### config.mk
export PLATFORM = sky130hd
export DESIGN_NAME = i2cm_engine
export DESIGN_NICKNAME = d
export VERILOG_FILES = /design/src/i2cm_pkg.sv /design/src/i2cm_engine.sv
export SDC_FILE = /design/constraint.sdc
export NUM_CORES = 1
export LEC_CHECK = 0
export ABC_AREA = 1
export CAP_MARGIN = 20
export CORE_MARGIN = 8
export CORE_UTILIZATION = 37
export CTS_CLUSTER_DIAMETER = 30
export CTS_CLUSTER_SIZE = 10
export DETAILED_ROUTE_END_ITERATION = 10
export DONT_BUFFER_PORTS = 1
export SYNTH_ARGS = -nofsm -noshare
export SYNTH_HDL_FRONTEND = slang
export SYNTH_SLANG_ARGS = --single-unit
### constraint.sdc
create_clock -name pclk -period 3.4 [get_ports pclk]
set_input_delay 0.68 -clock pclk [delete_from_list [all_inputs] [get_ports pclk]]
set_output_delay 0.68 -clock pclk [all_outputs]
set_load 0.1 [all_outputs]
### src/i2cm_pkg.sv
/*
 * i2cm_pkg: register map, field positions, reset values, timing counts
 * and carrier types for the two-wire master engine.
 * assumes: APB slave with 32-bit data, one register per aligned word.
 */
package i2cm_pkg;

   // register byte offsets
   localparam logic [7:0] OFS_CTRL_ONE = 8'h00; // port_control_one
   localparam logic [7:0] OFS_CTRL_TWO = 8'h04; // port_control_two
   localparam logic [7:0] OFS_STATUS   = 8'h08; // port_status_reg
   localparam logic [7:0] OFS_BUFFER   = 8'h0C; // shift_buffer
   localparam logic [7:0] OFS_DIVIDER  = 8'h10; // baud_divider_field

   // port_control_one fields
   localparam int CON1_MODE_LSB = 0;  // port_mode_select [3:0]
   localparam int CON1_ENABLE   = 5;  // port_enable_bit
   localparam int CON1_OVERFLOW = 6;  // receive_overflow_flag
   localparam int CON1_WRITE_COLLISION_FLAG     = 7;  // write_collision_flag
   localparam logic [3:0] MODE_MASTER = 4'h8;

   // port_control_two fields
   localparam int CON2_START   = 0;  // start_enable_bit
   localparam int CON2_RECEIVE = 3;  // receive_enable_bit
   localparam int CON2_ACKSEQ  = 4;  // ack_sequence_enable
   localparam int CON2_ACKDATA = 5;  // ack_data_bit
   localparam int CON2_ACK_STATUS_BIT = 6;  // ack_status_bit

   // port_status_reg fields
   localparam int STAT_FULL  = 0;  // buffer_full_flag
   localparam int STAT_START = 3;  // start seen
   localparam int STAT_STOP  = 4;  // stop seen
   localparam int STAT_IRQ   = 5;  // port_interrupt_flag
   localparam int STAT_BCOL  = 6;  // bus_collision_flag

   // reset values
   localparam logic [7:0] RST_BYTE    = 8'h00;
   localparam logic [6:0] RST_DIVIDER = 7'h00;

   // rewrite window: two instruction cycles of 4 oscillator periods
   localparam int RW_WINDOW_NS = 2 * 4 * 21;
   localparam int CLK_PERIOD_NS = 4;
   localparam logic [7:0] RW_WINDOW_CYC =
      8'((RW_WINDOW_NS + CLK_PERIOD_NS - 1) / CLK_PERIOD_NS);

   // apb request carrier
   typedef struct packed {
      logic        wr;
      logic [7:0]  addr;
      logic [31:0] wdata;
   } i2cm_req_t;

   // bus line carrier (synchronised pin levels)
   typedef struct packed {
      logic scl;
      logic sda;
   } i2cm_lines_t;

   // engine states, gray along the declaration order
   typedef enum logic [3:0] {
      ST_IDLE    = 4'b0000,
      ST_S_SETUP = 4'b0001,
      ST_S_HOLD  = 4'b0011,
      ST_TX_LOW  = 4'b0010,
      ST_TX_HIGH = 4'b0110,
      ST_RX_LOW  = 4'b0111,
      ST_RX_HIGH = 4'b0101,
      ST_AK_LOW  = 4'b0100,
      ST_AK_HIGH = 4'b1100,
      ST_AK_DONE = 4'b1101
   } i2cm_state_t;

endpackage : i2cm_pkg

### src/i2cm_engine.sv
/*
 * i2cm_engine: two-wire bus master engine with APB register access.
 * assumes: pins are open drain, resolved outside; scl/sda inputs are
 * asynchronous and pass two flops; pclk 250 MHz.
 */
// The register offsets and the APB interface to the registers were decided locally.
// Function
// software selects master mode and enables port; pins then driven.
// start-seen and stop-seen flags clear on reset or disable.
// software starts only when stop seen or bus idle.
// no queueing; buffer write during start sets write collision.
// interrupt flag set on start, stop, byte, ack, repeated start. The code has no repeated start sequence.
// start enable with lines high loads counter; timeout drives data low.
// second timeout clears start enable, holds data low, start done.
// lines low at start or clock low early: bus collision, abort.
// low five control-two bits ignore writes until start completes.
// buffer write sets buffer full and starts shifting the byte.
// data changes after clock falls; clock low then high one period.
// after eighth bit clear buffer full and release data line.
// ninth clock fall samples data into ack status bit.
// after ninth clock set interrupt, suspend counter, clock held low.
// buffer write while shifting out sets collision; early rewrite updates.
// receive enable honoured only while idle.
// receive toggles clock each rollover, shifts sampled bits in.
// after eighth receive fall copy byte, set full, interrupt, hold.
// software read of buffer clears buffer full after reception.
// byte received while buffer full sets receive overflow.
// buffer write while shifting in sets collision, buffer unchanged.
// software may request acknowledge after a received byte.
// acknowledge drives ack data bit for one clock, then interrupt.
`timescale 1ns/1ps
module i2cm_engine
(
   input  wire logic        pclk,
   input  wire logic        presetn,
   input  wire logic        psel,
   input  wire logic        penable,
   input  wire logic        pwrite,
   input  wire logic [7:0]  paddr,
   input  wire logic [31:0] pwdata,
   output logic [31:0]      prdata,
   output logic             pready,
   output logic             pslverr,
   input  wire logic        scl_in,
   output logic             scl_out,
   output logic             scl_oe,
   input  wire logic        sda_in,
   output logic             sda_out,
   output logic             sda_oe
);

   i2cm_pkg::i2cm_req_t   req;
   i2cm_pkg::i2cm_lines_t meta_r;
   i2cm_pkg::i2cm_lines_t line_r;
   i2cm_pkg::i2cm_lines_t line_q_r;
   i2cm_pkg::i2cm_state_t state_r;

   logic [3:0] mode_r;
   logic       enable_r;
   logic       write_collision_flag_r;
   logic       ovfl_r;
   logic       start_en_r;
   logic       rcv_en_r;
   logic       ack_en_r;
   logic       ack_data_r;
   logic       ack_stat_r;
   logic       full_r;
   logic       s_seen_r;
   logic       p_seen_r;
   logic       irq_r;
   logic       bcol_r;
   logic [6:0] divider_r;
   logic [7:0] buffer_r;
   logic [7:0] shift_r;
   logic [6:0] baud_r;
   logic [3:0] bit_r;
   logic [7:0] rw_cnt_r;
   logic       drive_scl_low_r;
   logic       drive_sda_low_r;
   logic       apb_done_r;

   logic       acc;
   logic       wr_acc;
   logic       rd_acc;
   logic       master_on;
   logic       tick;
   logic       busy;
   logic       buf_wr;
   logic       buf_wr_ok;
   logic       buf_wr_late;
   logic       con2_wr;
   logic       s_done;
   logic       tx_done;
   logic       rx_done;
   logic       ak_done;
   logic       bcol_evt;
   logic       start_evt;
   logic       stop_evt;

   // register address match
   function automatic logic hit(input logic [7:0] a, input logic [7:0] o);
      hit = (a == o);
   endfunction : hit

   assign req       = '{wr: pwrite, addr: paddr, wdata: pwdata};
   assign acc       = psel && penable && !apb_done_r;
   assign wr_acc    = acc && req.wr;
   assign rd_acc    = acc && !req.wr;

   always_ff @(posedge pclk or negedge presetn)
   begin
      if (!presetn)
         apb_done_r <= 1'b0;
      else
         apb_done_r <= acc;
   end

   // pin synchronisers, two flops each
   always_ff @(posedge pclk or negedge presetn)
   begin
      if (!presetn)
      begin
         meta_r   <= '{scl: 1'b1, sda: 1'b1};
         line_r   <= '{scl: 1'b1, sda: 1'b1};
         line_q_r <= '{scl: 1'b1, sda: 1'b1};
      end
      else
      begin
         meta_r   <= '{scl: scl_in, sda: sda_in};
         line_r   <= meta_r;
         line_q_r <= line_r;
      end
   end

   // master mode only when selected and enabled
   assign master_on = enable_r && (mode_r == i2cm_pkg::MODE_MASTER);
   assign tick      = (baud_r == 7'h00);
   assign busy      = (state_r != i2cm_pkg::ST_IDLE);
   assign buf_wr    = wr_acc && hit(req.addr, i2cm_pkg::OFS_BUFFER);
   assign con2_wr   = wr_acc && hit(req.addr, i2cm_pkg::OFS_CTRL_TWO);
   // rewrite inside the window still lands in the buffer
   assign buf_wr_late = buf_wr && (rw_cnt_r != 8'h00)
                        && (state_r == i2cm_pkg::ST_TX_LOW
                            || state_r == i2cm_pkg::ST_TX_HIGH);
   assign buf_wr_ok = buf_wr && master_on && !busy && !start_en_r;

   assign s_done  = (state_r == i2cm_pkg::ST_S_HOLD) && tick;
   assign tx_done = (state_r == i2cm_pkg::ST_TX_HIGH) && tick
                    && (bit_r == 4'd8);
   assign rx_done = (state_r == i2cm_pkg::ST_RX_HIGH) && tick
                    && (bit_r == 4'd7);
   assign ak_done = (state_r == i2cm_pkg::ST_AK_DONE);
   // lines low at start, or clock low before data goes low
   assign bcol_evt = master_on &&
      ((state_r == i2cm_pkg::ST_IDLE && start_en_r
        && !line_r.scl && !line_r.sda)
       || (state_r == i2cm_pkg::ST_S_SETUP && !line_r.scl));

   // baud counter: reloads from divider, runs only while busy
   always_ff @(posedge pclk or negedge presetn)
   begin
      if (!presetn)
         baud_r <= 7'h00;
      else if (!busy || tick)
         baud_r <= divider_r;
      else
         baud_r <= baud_r - 7'h01;
   end

   // rewrite window counter after an accepted buffer write
   always_ff @(posedge pclk or negedge presetn)
   begin
      if (!presetn)
         rw_cnt_r <= 8'h00;
      else if (buf_wr_ok)
         rw_cnt_r <= i2cm_pkg::RW_WINDOW_CYC;
      else if (rw_cnt_r != 8'h00)
         rw_cnt_r <= rw_cnt_r - 8'h01;
   end

   // engine sequencer
   always_ff @(posedge pclk or negedge presetn)
   begin
      if (!presetn)
      begin
         state_r         <= i2cm_pkg::ST_IDLE;
         bit_r           <= 4'h0;
         shift_r         <= i2cm_pkg::RST_BYTE;
         drive_scl_low_r <= 1'b0;
         drive_sda_low_r <= 1'b0;
      end
      else if (!master_on || bcol_evt)
      begin
         state_r         <= i2cm_pkg::ST_IDLE;
         drive_scl_low_r <= 1'b0;
         drive_sda_low_r <= 1'b0;
      end
      else
      begin
         unique case (state_r)
            i2cm_pkg::ST_IDLE:
            begin
               // both lines high, start timing
               if (start_en_r && line_r.scl && line_r.sda)
                  state_r <= i2cm_pkg::ST_S_SETUP;
               // buffer write begins shifting the byte
               else if (buf_wr_ok)
               begin
                  shift_r         <= req.wdata[7:0];
                  bit_r           <= 4'h0;
                  drive_sda_low_r <= !req.wdata[7];
                  state_r         <= i2cm_pkg::ST_TX_LOW;
               end
               // receive only from idle
               else if (rcv_en_r)
               begin
                  bit_r           <= 4'h0;
                  drive_sda_low_r <= 1'b0;
                  state_r         <= i2cm_pkg::ST_RX_LOW;
               end
               // acknowledge drives ack data bit
               else if (ack_en_r)
               begin
                  drive_sda_low_r <= !ack_data_r;
                  state_r         <= i2cm_pkg::ST_AK_LOW;
               end
            end
            i2cm_pkg::ST_S_SETUP:
               // timeout with lines high, data low
               if (tick && line_r.sda)
               begin
                  drive_sda_low_r <= 1'b1;
                  state_r         <= i2cm_pkg::ST_S_HOLD;
               end
            i2cm_pkg::ST_S_HOLD:
               // second timeout finishes start, clock low
               if (tick)
               begin
                  drive_scl_low_r <= 1'b1;
                  state_r         <= i2cm_pkg::ST_IDLE;
               end
            i2cm_pkg::ST_TX_LOW:
            begin
               drive_scl_low_r <= 1'b1;
               // early rewrite replaces the outgoing byte
               if (buf_wr_late && bit_r == 4'h0)
               begin
                  shift_r         <= req.wdata[7:0];
                  drive_sda_low_r <= !req.wdata[7];
               end
               // clock low one period then release
               if (tick)
               begin
                  drive_scl_low_r <= 1'b0;
                  state_r         <= i2cm_pkg::ST_TX_HIGH;
               end
            end
            i2cm_pkg::ST_TX_HIGH:
               if (tick)
               begin
                  // data changes after clock falls
                  drive_scl_low_r <= 1'b1;
                  bit_r           <= bit_r + 4'h1;
                  shift_r         <= {shift_r[6:0], 1'b0};
                  // release data for ninth clock
                  drive_sda_low_r <= (bit_r < 4'd7) && !shift_r[6];
                  // ninth clock done, hold clock low
                  state_r <= (bit_r == 4'd8) ? i2cm_pkg::ST_IDLE
                                             : i2cm_pkg::ST_TX_LOW;
               end
            i2cm_pkg::ST_RX_LOW:
            begin
               drive_scl_low_r <= 1'b1;
               // toggle clock every rollover
               if (tick)
               begin
                  drive_scl_low_r <= 1'b0;
                  state_r         <= i2cm_pkg::ST_RX_HIGH;
               end
            end
            i2cm_pkg::ST_RX_HIGH:
               if (tick)
               begin
                  // sample and shift on the fall
                  drive_scl_low_r <= 1'b1;
                  shift_r         <= {shift_r[6:0], line_r.sda};
                  bit_r           <= bit_r + 4'h1;
                  // eighth fall ends reception
                  state_r <= (bit_r == 4'd7) ? i2cm_pkg::ST_IDLE
                                             : i2cm_pkg::ST_RX_LOW;
               end
            i2cm_pkg::ST_AK_LOW:
               if (tick)
               begin
                  drive_scl_low_r <= 1'b0;
                  state_r         <= i2cm_pkg::ST_AK_HIGH;
               end
            i2cm_pkg::ST_AK_HIGH:
               if (tick)
               begin
                  drive_scl_low_r <= 1'b1;
                  state_r         <= i2cm_pkg::ST_AK_DONE;
               end
            i2cm_pkg::ST_AK_DONE:
            begin
               drive_sda_low_r <= 1'b0;
               state_r         <= i2cm_pkg::ST_IDLE;
            end
            default:
               state_r <= i2cm_pkg::ST_IDLE;
         endcase
      end
   end

   // control registers and mode
   always_ff @(posedge pclk or negedge presetn)
   begin
      if (!presetn)
      begin
         mode_r    <= 4'h0;
         enable_r  <= 1'b0;
         divider_r <= i2cm_pkg::RST_DIVIDER;
      end
      else if (wr_acc && hit(req.addr, i2cm_pkg::OFS_CTRL_ONE))
      begin
         mode_r   <= req.wdata[i2cm_pkg::CON1_MODE_LSB +: 4];
         enable_r <= req.wdata[i2cm_pkg::CON1_ENABLE];
      end
      else if (wr_acc && hit(req.addr, i2cm_pkg::OFS_DIVIDER))
         divider_r <= req.wdata[6:0];
   end

   // sequence enables: hardware clear wins, writes blocked during start
   always_ff @(posedge pclk or negedge presetn)
   begin
      if (!presetn)
      begin
         start_en_r <= 1'b0;
         rcv_en_r   <= 1'b0;
         ack_en_r   <= 1'b0;
         ack_data_r <= 1'b0;
      end
      else if (!master_on)
      begin
         start_en_r <= 1'b0;
         rcv_en_r   <= 1'b0;
         ack_en_r   <= 1'b0;
      end
      else
      begin
         // lower bits locked until start completes
         if (con2_wr && !start_en_r)
         begin
            start_en_r <= req.wdata[i2cm_pkg::CON2_START];
            // receive enable disregarded when not idle
            rcv_en_r   <= req.wdata[i2cm_pkg::CON2_RECEIVE] && !busy;
            ack_en_r   <= req.wdata[i2cm_pkg::CON2_ACKSEQ];
         end
         if (con2_wr)
            ack_data_r <= req.wdata[i2cm_pkg::CON2_ACKDATA];
         // start enable cleared on completion
         if (s_done || bcol_evt)
            start_en_r <= 1'b0;
         // receive enable cleared on entering ST_RX_LOW and after eighth bit
         if (rx_done || (state_r == i2cm_pkg::ST_RX_LOW))
            rcv_en_r <= 1'b0;
         if (ak_done || state_r == i2cm_pkg::ST_AK_LOW)
            ack_en_r <= 1'b0;
      end
   end

   // buffer contents
   always_ff @(posedge pclk or negedge presetn)
   begin
      if (!presetn)
         buffer_r <= i2cm_pkg::RST_BYTE;
      // received byte lands in buffer
      else if (rx_done)
         buffer_r <= {shift_r[6:0], line_r.sda};
      // accepted or early rewrite updates buffer
      else if (buf_wr_ok || buf_wr_late)
         buffer_r <= req.wdata[7:0];
   end

   // buffer full flag
   always_ff @(posedge pclk or negedge presetn)
   begin
      if (!presetn)
         full_r <= 1'b0;
      // received byte sets full (set wins)
      else if (rx_done || buf_wr_ok)
         full_r <= 1'b1;
      // cleared after eighth bit out
      else if (state_r == i2cm_pkg::ST_TX_HIGH && tick && bit_r == 4'd7)
         full_r <= 1'b0;
      // reading the buffer clears full
      else if (rd_acc && hit(req.addr, i2cm_pkg::OFS_BUFFER))
         full_r <= 1'b0;
   end

   // ack status sampled on ninth clock fall
   always_ff @(posedge pclk or negedge presetn)
   begin
      if (!presetn)
         ack_stat_r <= 1'b0;
      // low means acknowledged
      else if (tx_done)
         ack_stat_r <= line_r.sda;
   end

   // sticky event flags; set wins over software clear
   always_ff @(posedge pclk or negedge presetn)
   begin
      if (!presetn)
      begin
         write_collision_flag_r <= 1'b0;
         ovfl_r <= 1'b0;
         irq_r  <= 1'b0;
         bcol_r <= 1'b0;
      end
      else
      begin
         if (wr_acc && hit(req.addr, i2cm_pkg::OFS_CTRL_ONE))
         begin
            write_collision_flag_r <= req.wdata[i2cm_pkg::CON1_WRITE_COLLISION_FLAG] && write_collision_flag_r;
            ovfl_r <= req.wdata[i2cm_pkg::CON1_OVERFLOW] && ovfl_r;
         end
         if (wr_acc && hit(req.addr, i2cm_pkg::OFS_STATUS))
         begin
            irq_r  <= req.wdata[i2cm_pkg::STAT_IRQ] && irq_r;
            bcol_r <= req.wdata[i2cm_pkg::STAT_BCOL] && bcol_r;
         end
         // R15: R21: write while busy or starting collides
         if (buf_wr && master_on && (busy || start_en_r))
            write_collision_flag_r <= 1'b1;
         // byte in while buffer still full
         if (rx_done && full_r)
            ovfl_r <= 1'b1;
         // R14: R18: R23: interrupt on start, byte, ack
         if (s_done || tx_done || rx_done || ak_done || stop_evt)
            irq_r <= 1'b1;
         // bus collision flag
         if (bcol_evt)
            bcol_r <= 1'b1;
      end
   end

   // bus condition monitor: data edges while clock high
   assign start_evt = line_q_r.sda && !line_r.sda && line_r.scl
                      && line_q_r.scl;
   assign stop_evt  = master_on && !line_q_r.sda && line_r.sda
                      && line_r.scl && line_q_r.scl;

   always_ff @(posedge pclk or negedge presetn)
   begin
      if (!presetn)
      begin
         s_seen_r <= 1'b0;
         p_seen_r <= 1'b0;
      end
      // cleared when module disabled
      else if (!enable_r)
      begin
         s_seen_r <= 1'b0;
         p_seen_r <= 1'b0;
      end
      else if (start_evt)
      begin
         s_seen_r <= 1'b1;
         p_seen_r <= 1'b0;
      end
      else if (stop_evt)
      begin
         s_seen_r <= 1'b0;
         p_seen_r <= 1'b1;
      end
   end

   // apb answer and read mux
   always_ff @(posedge pclk or negedge presetn)
   begin
      if (!presetn)
      begin
         prdata  <= 32'h0000_0000;
         pready  <= 1'b0;
         pslverr <= 1'b0;
      end
      else
      begin
         pready  <= acc;
         pslverr <= acc && (req.addr > i2cm_pkg::OFS_DIVIDER
                            || req.addr[1:0] != 2'b00);
         prdata  <= 32'h0000_0000;
         if (rd_acc)
            unique case (req.addr)
               i2cm_pkg::OFS_CTRL_ONE:
                  prdata[7:0] <= {write_collision_flag_r, ovfl_r, enable_r, 1'b0, mode_r};
               i2cm_pkg::OFS_CTRL_TWO:
                  prdata[7:0] <= {1'b0, ack_stat_r, ack_data_r, ack_en_r,
                                  rcv_en_r, 2'b00, start_en_r};
               i2cm_pkg::OFS_STATUS:
                  prdata[7:0] <= {1'b0, bcol_r, irq_r, p_seen_r,
                                  s_seen_r, 2'b00, full_r};
               i2cm_pkg::OFS_BUFFER:
                  prdata[7:0] <= buffer_r;
               i2cm_pkg::OFS_DIVIDER:
                  prdata[7:0] <= {1'b0, divider_r};
               default:
                  prdata <= 32'h0000_0000;
            endcase
      end
   end

   // open-drain pins, only pulled low
   always_ff @(posedge pclk or negedge presetn)
   begin
      if (!presetn)
      begin
         scl_out <= 1'b0;
         scl_oe  <= 1'b0;
         sda_out <= 1'b0;
         sda_oe  <= 1'b0;
      end
      else
      begin
         scl_out <= 1'b0;
         sda_out <= 1'b0;
         scl_oe  <= master_on && drive_scl_low_r;
         sda_oe  <= master_on && drive_sda_low_r;
      end
   end

endmodule : i2cm_engine

==> run summary <==
CP cell instances: inv_1, ha_1, nand3_1, nor2_2, inv_1, a21oi_2, nand3_2, nand2_1, o21ai_2
Overall Power: 0.00228 W
Startpoint types: flop
Fin. Hold Viols: 0
Max_cap viols: 0
Area grow syn2layout: 8.09%
Worst slew pin tran: 880 ps
Antenna Cells: 0
Clk slew on worst S/H paths: 70 ps
First-pass GRT wire length: 19300 µm
Mapped Cells: 594
RD Place Congestion: 0.867
Cell family with most CP delay: simple AND/OR/NAND/NOR gates
PortBufs: 0
DR vias/cell: 4.90
Syn. warnings: 0
Initial antenna violation count: 0
Final Cycle Share: 66.9%
Post-synthesis cell type count: 46
Hold/Removal Path Class: in -> async
CTS Buf Count: 9
Sink Count: 82
FF-to-FF Start: baud_r[0]$_DFF_PN0_
Setup violators final: 0
Largest net degree at the start of global routing: 83
Post-DR wirelength/cell: 14.8 µm
Synthesis-stage register bit count: 82
Hold-fix buffer count after cts: 0
RSZ-0062 raised after global routing: no
Worst-case clock buffer depth: 2
Pins over their slew limit: 0
Postcts setup bufs: 0
CP Max Fanout: 13
Critical-path top delay cell: nor2_2
Max-slew headroom: 41.4%
Pwr dens: 446 nW/µm²
Final Instance Area: 5110 µm²
Drt first-iter violations: 365
DRT Pass-1 Iters: 5
CP max stage delay: 410 ps
Crit path top cell by count: inv_1
Setup crit start: baud_r[0]$_DFF_PN0_
Clk_skew: 8.74 ps
DRC violations left: 0
Layout cell share with drive strength beyond 1: 13.1%
Die ar.: 16700 µm²
Status: completed
Std-Cell Rows: 41
Post-synth EDFFs: 0
Peak VDD IR: 0.000246 V
Vias in the first global route: 3772
Core Footprint: 12600 µm²
Final wirelength: 11500 µm
GRT overflow: 0
PostCTS Resize Cnt: 0
Ys async rst share: 100%
Pleak: 2.41 nW
Synthesized area: 4730 µm²
CP Capture Type: flop
Fmax: 439 MHz
DP Area: 4780 µm²
DP HPWL: 8600 µm
Total track usage: 14.8%
Initial core utilization: 37.6%
Post-synthesis sequential area ratio: 43.5%
Most frequent cells in the layout: 129 x nand2_1, 76 x dfrtp_1, 64 x inv_1
WP data required: 3620 ps
Syn avg cell area: 7.96 µm²
Net count, final: 649
Root Driver: clkbuf_16
IO Pins: 85
Crit path buf inv count: 2
Die height: 129 µm
CP Data Arrival Time: 2500 ps
# fillers: 1289
H-tree depth: 3
Main flop type after synthesis: dfrtp_1
Post-route antenna net violation count: 0
TNS Setup: 0 ps
CTS tree: done
Clk Latency, worst-skew pair: 350 ps
Die Width: 129 µm
Min cycle time layout: 2280 ps
WS Path Type: reg -> reg
Via count: 3784
Most common cell after layout, fill and taps aside: nand2_1
[cell type report]
cell class	count	area, µm²	area share [%]
Tap cell	172	215	4.21
Timing Repair Buffer	2	15.0	0.294
Clock buffer	11	253	4.94
Multi-Input combinational cell	429	2210	43.3
Sequential cell	82	2060	40.3
Inverter	72	273	5.33
Clock inverter	5	85.1	1.66
[layer usage]
metal	up-vias	track usage, %	wire length, µm
met1	1766	19.0	5190
met3	13	3.78	843
met4	0	6.01	227
met2	126	23.2	5200
met5	-	0	0
li1	1879	-	-
[cells by family (layout without fill, tap and decap cells)]
group	count (synthesis)	in the layout	synth area share, %
buf+inv	108	90	11.7
simple gates	280	280	28.3
other cells	1	26	0.0793
fa+ha+maj	6	6	1.59
xor+xnor	6	6	1.11
flops	82	82	43.5
compound gates	108	108	13.1
mux	3	3	0.661
[path summary, 6_finish.rpt]
| check | cells past startpoint | slack, ps | endpoint |
|---|---|---|---|
| worst max-delay path | 9 | 1120 | shift_r[4]$_DFFE_PN0P_ |
| worst min-delay path | 0 | 30 | state_r[2]$_DFFE_PN0P_ |
| worst max register to register | 9 | 1120 | shift_r[4]$_DFFE_PN0P_ |
| worst min register to register | 0 | 360 | line_r[0]$_DFF_PN1_ |
| max in group asynchronous | 0 | 3150 | line_q_r[0]$_DFF_PN1_ |
| min in group pclk | 0 | 320 | meta_r[1]$_DFF_PN1_ |
[power by group]
group	switching, W	internal [W]	total, W	leakage [nW]
logic	0.000163	0.0000155	0.000178	1.20
clock network	0.000417	0.000687	0.00110	0.162
registers	0.0000116	0.000987	0.000999	1.05
total	0.000591	0.00169	0.00228	2.41
[cells in the mapped netlist, types with 3 or more instances]
master | number | area, µm²
a21oi_1 | 19 | 95.1
a31oi_1 | 4 | 25.0
buf_4 | 28 | 210
buf_6 | 5 | 56.3
dfrtp_1 | 76 | 1900
dfstp_2 | 6 | 158
ha_1 | 6 | 75.1
inv_1 | 64 | 240
inv_2 | 7 | 26.3
nand2_1 | 129 | 484
nand2_2 | 9 | 56.3
nand2_4 | 5 | 56.3
nand3_1 | 35 | 175
nand4_1 | 7 | 43.8
nor2_1 | 57 | 214
nor2_2 | 7 | 43.8
nor2_4 | 7 | 78.8
nor3_1 | 13 | 65.1
o21ai_0 | 55 | 275
o21ai_1 | 8 | 40.0
o21ai_2 | 8 | 70.1
o22ai_1 | 5 | 31.3
xnor2_1 | 3 | 26.3
xor2_1 | 3 | 26.3
[stage by stage]
| step | setup slack, ps | instances | hold WS, ps | utilization [%] |
|---|---|---|---|---|
| 2_1_floorplan | 1310 | 619 | 345 | - |
| 3_3_place_gp | 961 | 757 | 348 | 38.0 |
| 6_report | 1120 | 773 | 25.2 | 40.7 |
| 5_1_grt | 889 | 773 | 10.2 | 40.7 |
| 3_5_place_dp | 897 | 757 | 348 | 38.0 |
| 4_1_cts | 1100 | 773 | 18.0 | 40.7 |
[state kept, by name, indices dropped and copies added, names as in the netlist, 4 cells and up]
name / cells
bit_r: 4
prdata: 8
rw_cnt_r: 8
divider_r: 7
buffer_r: 8
state_r: 4
shift_r: 7
mode_r: 4
baud_r: 7
Note: power is estimated with default switching activity, not from simulation.
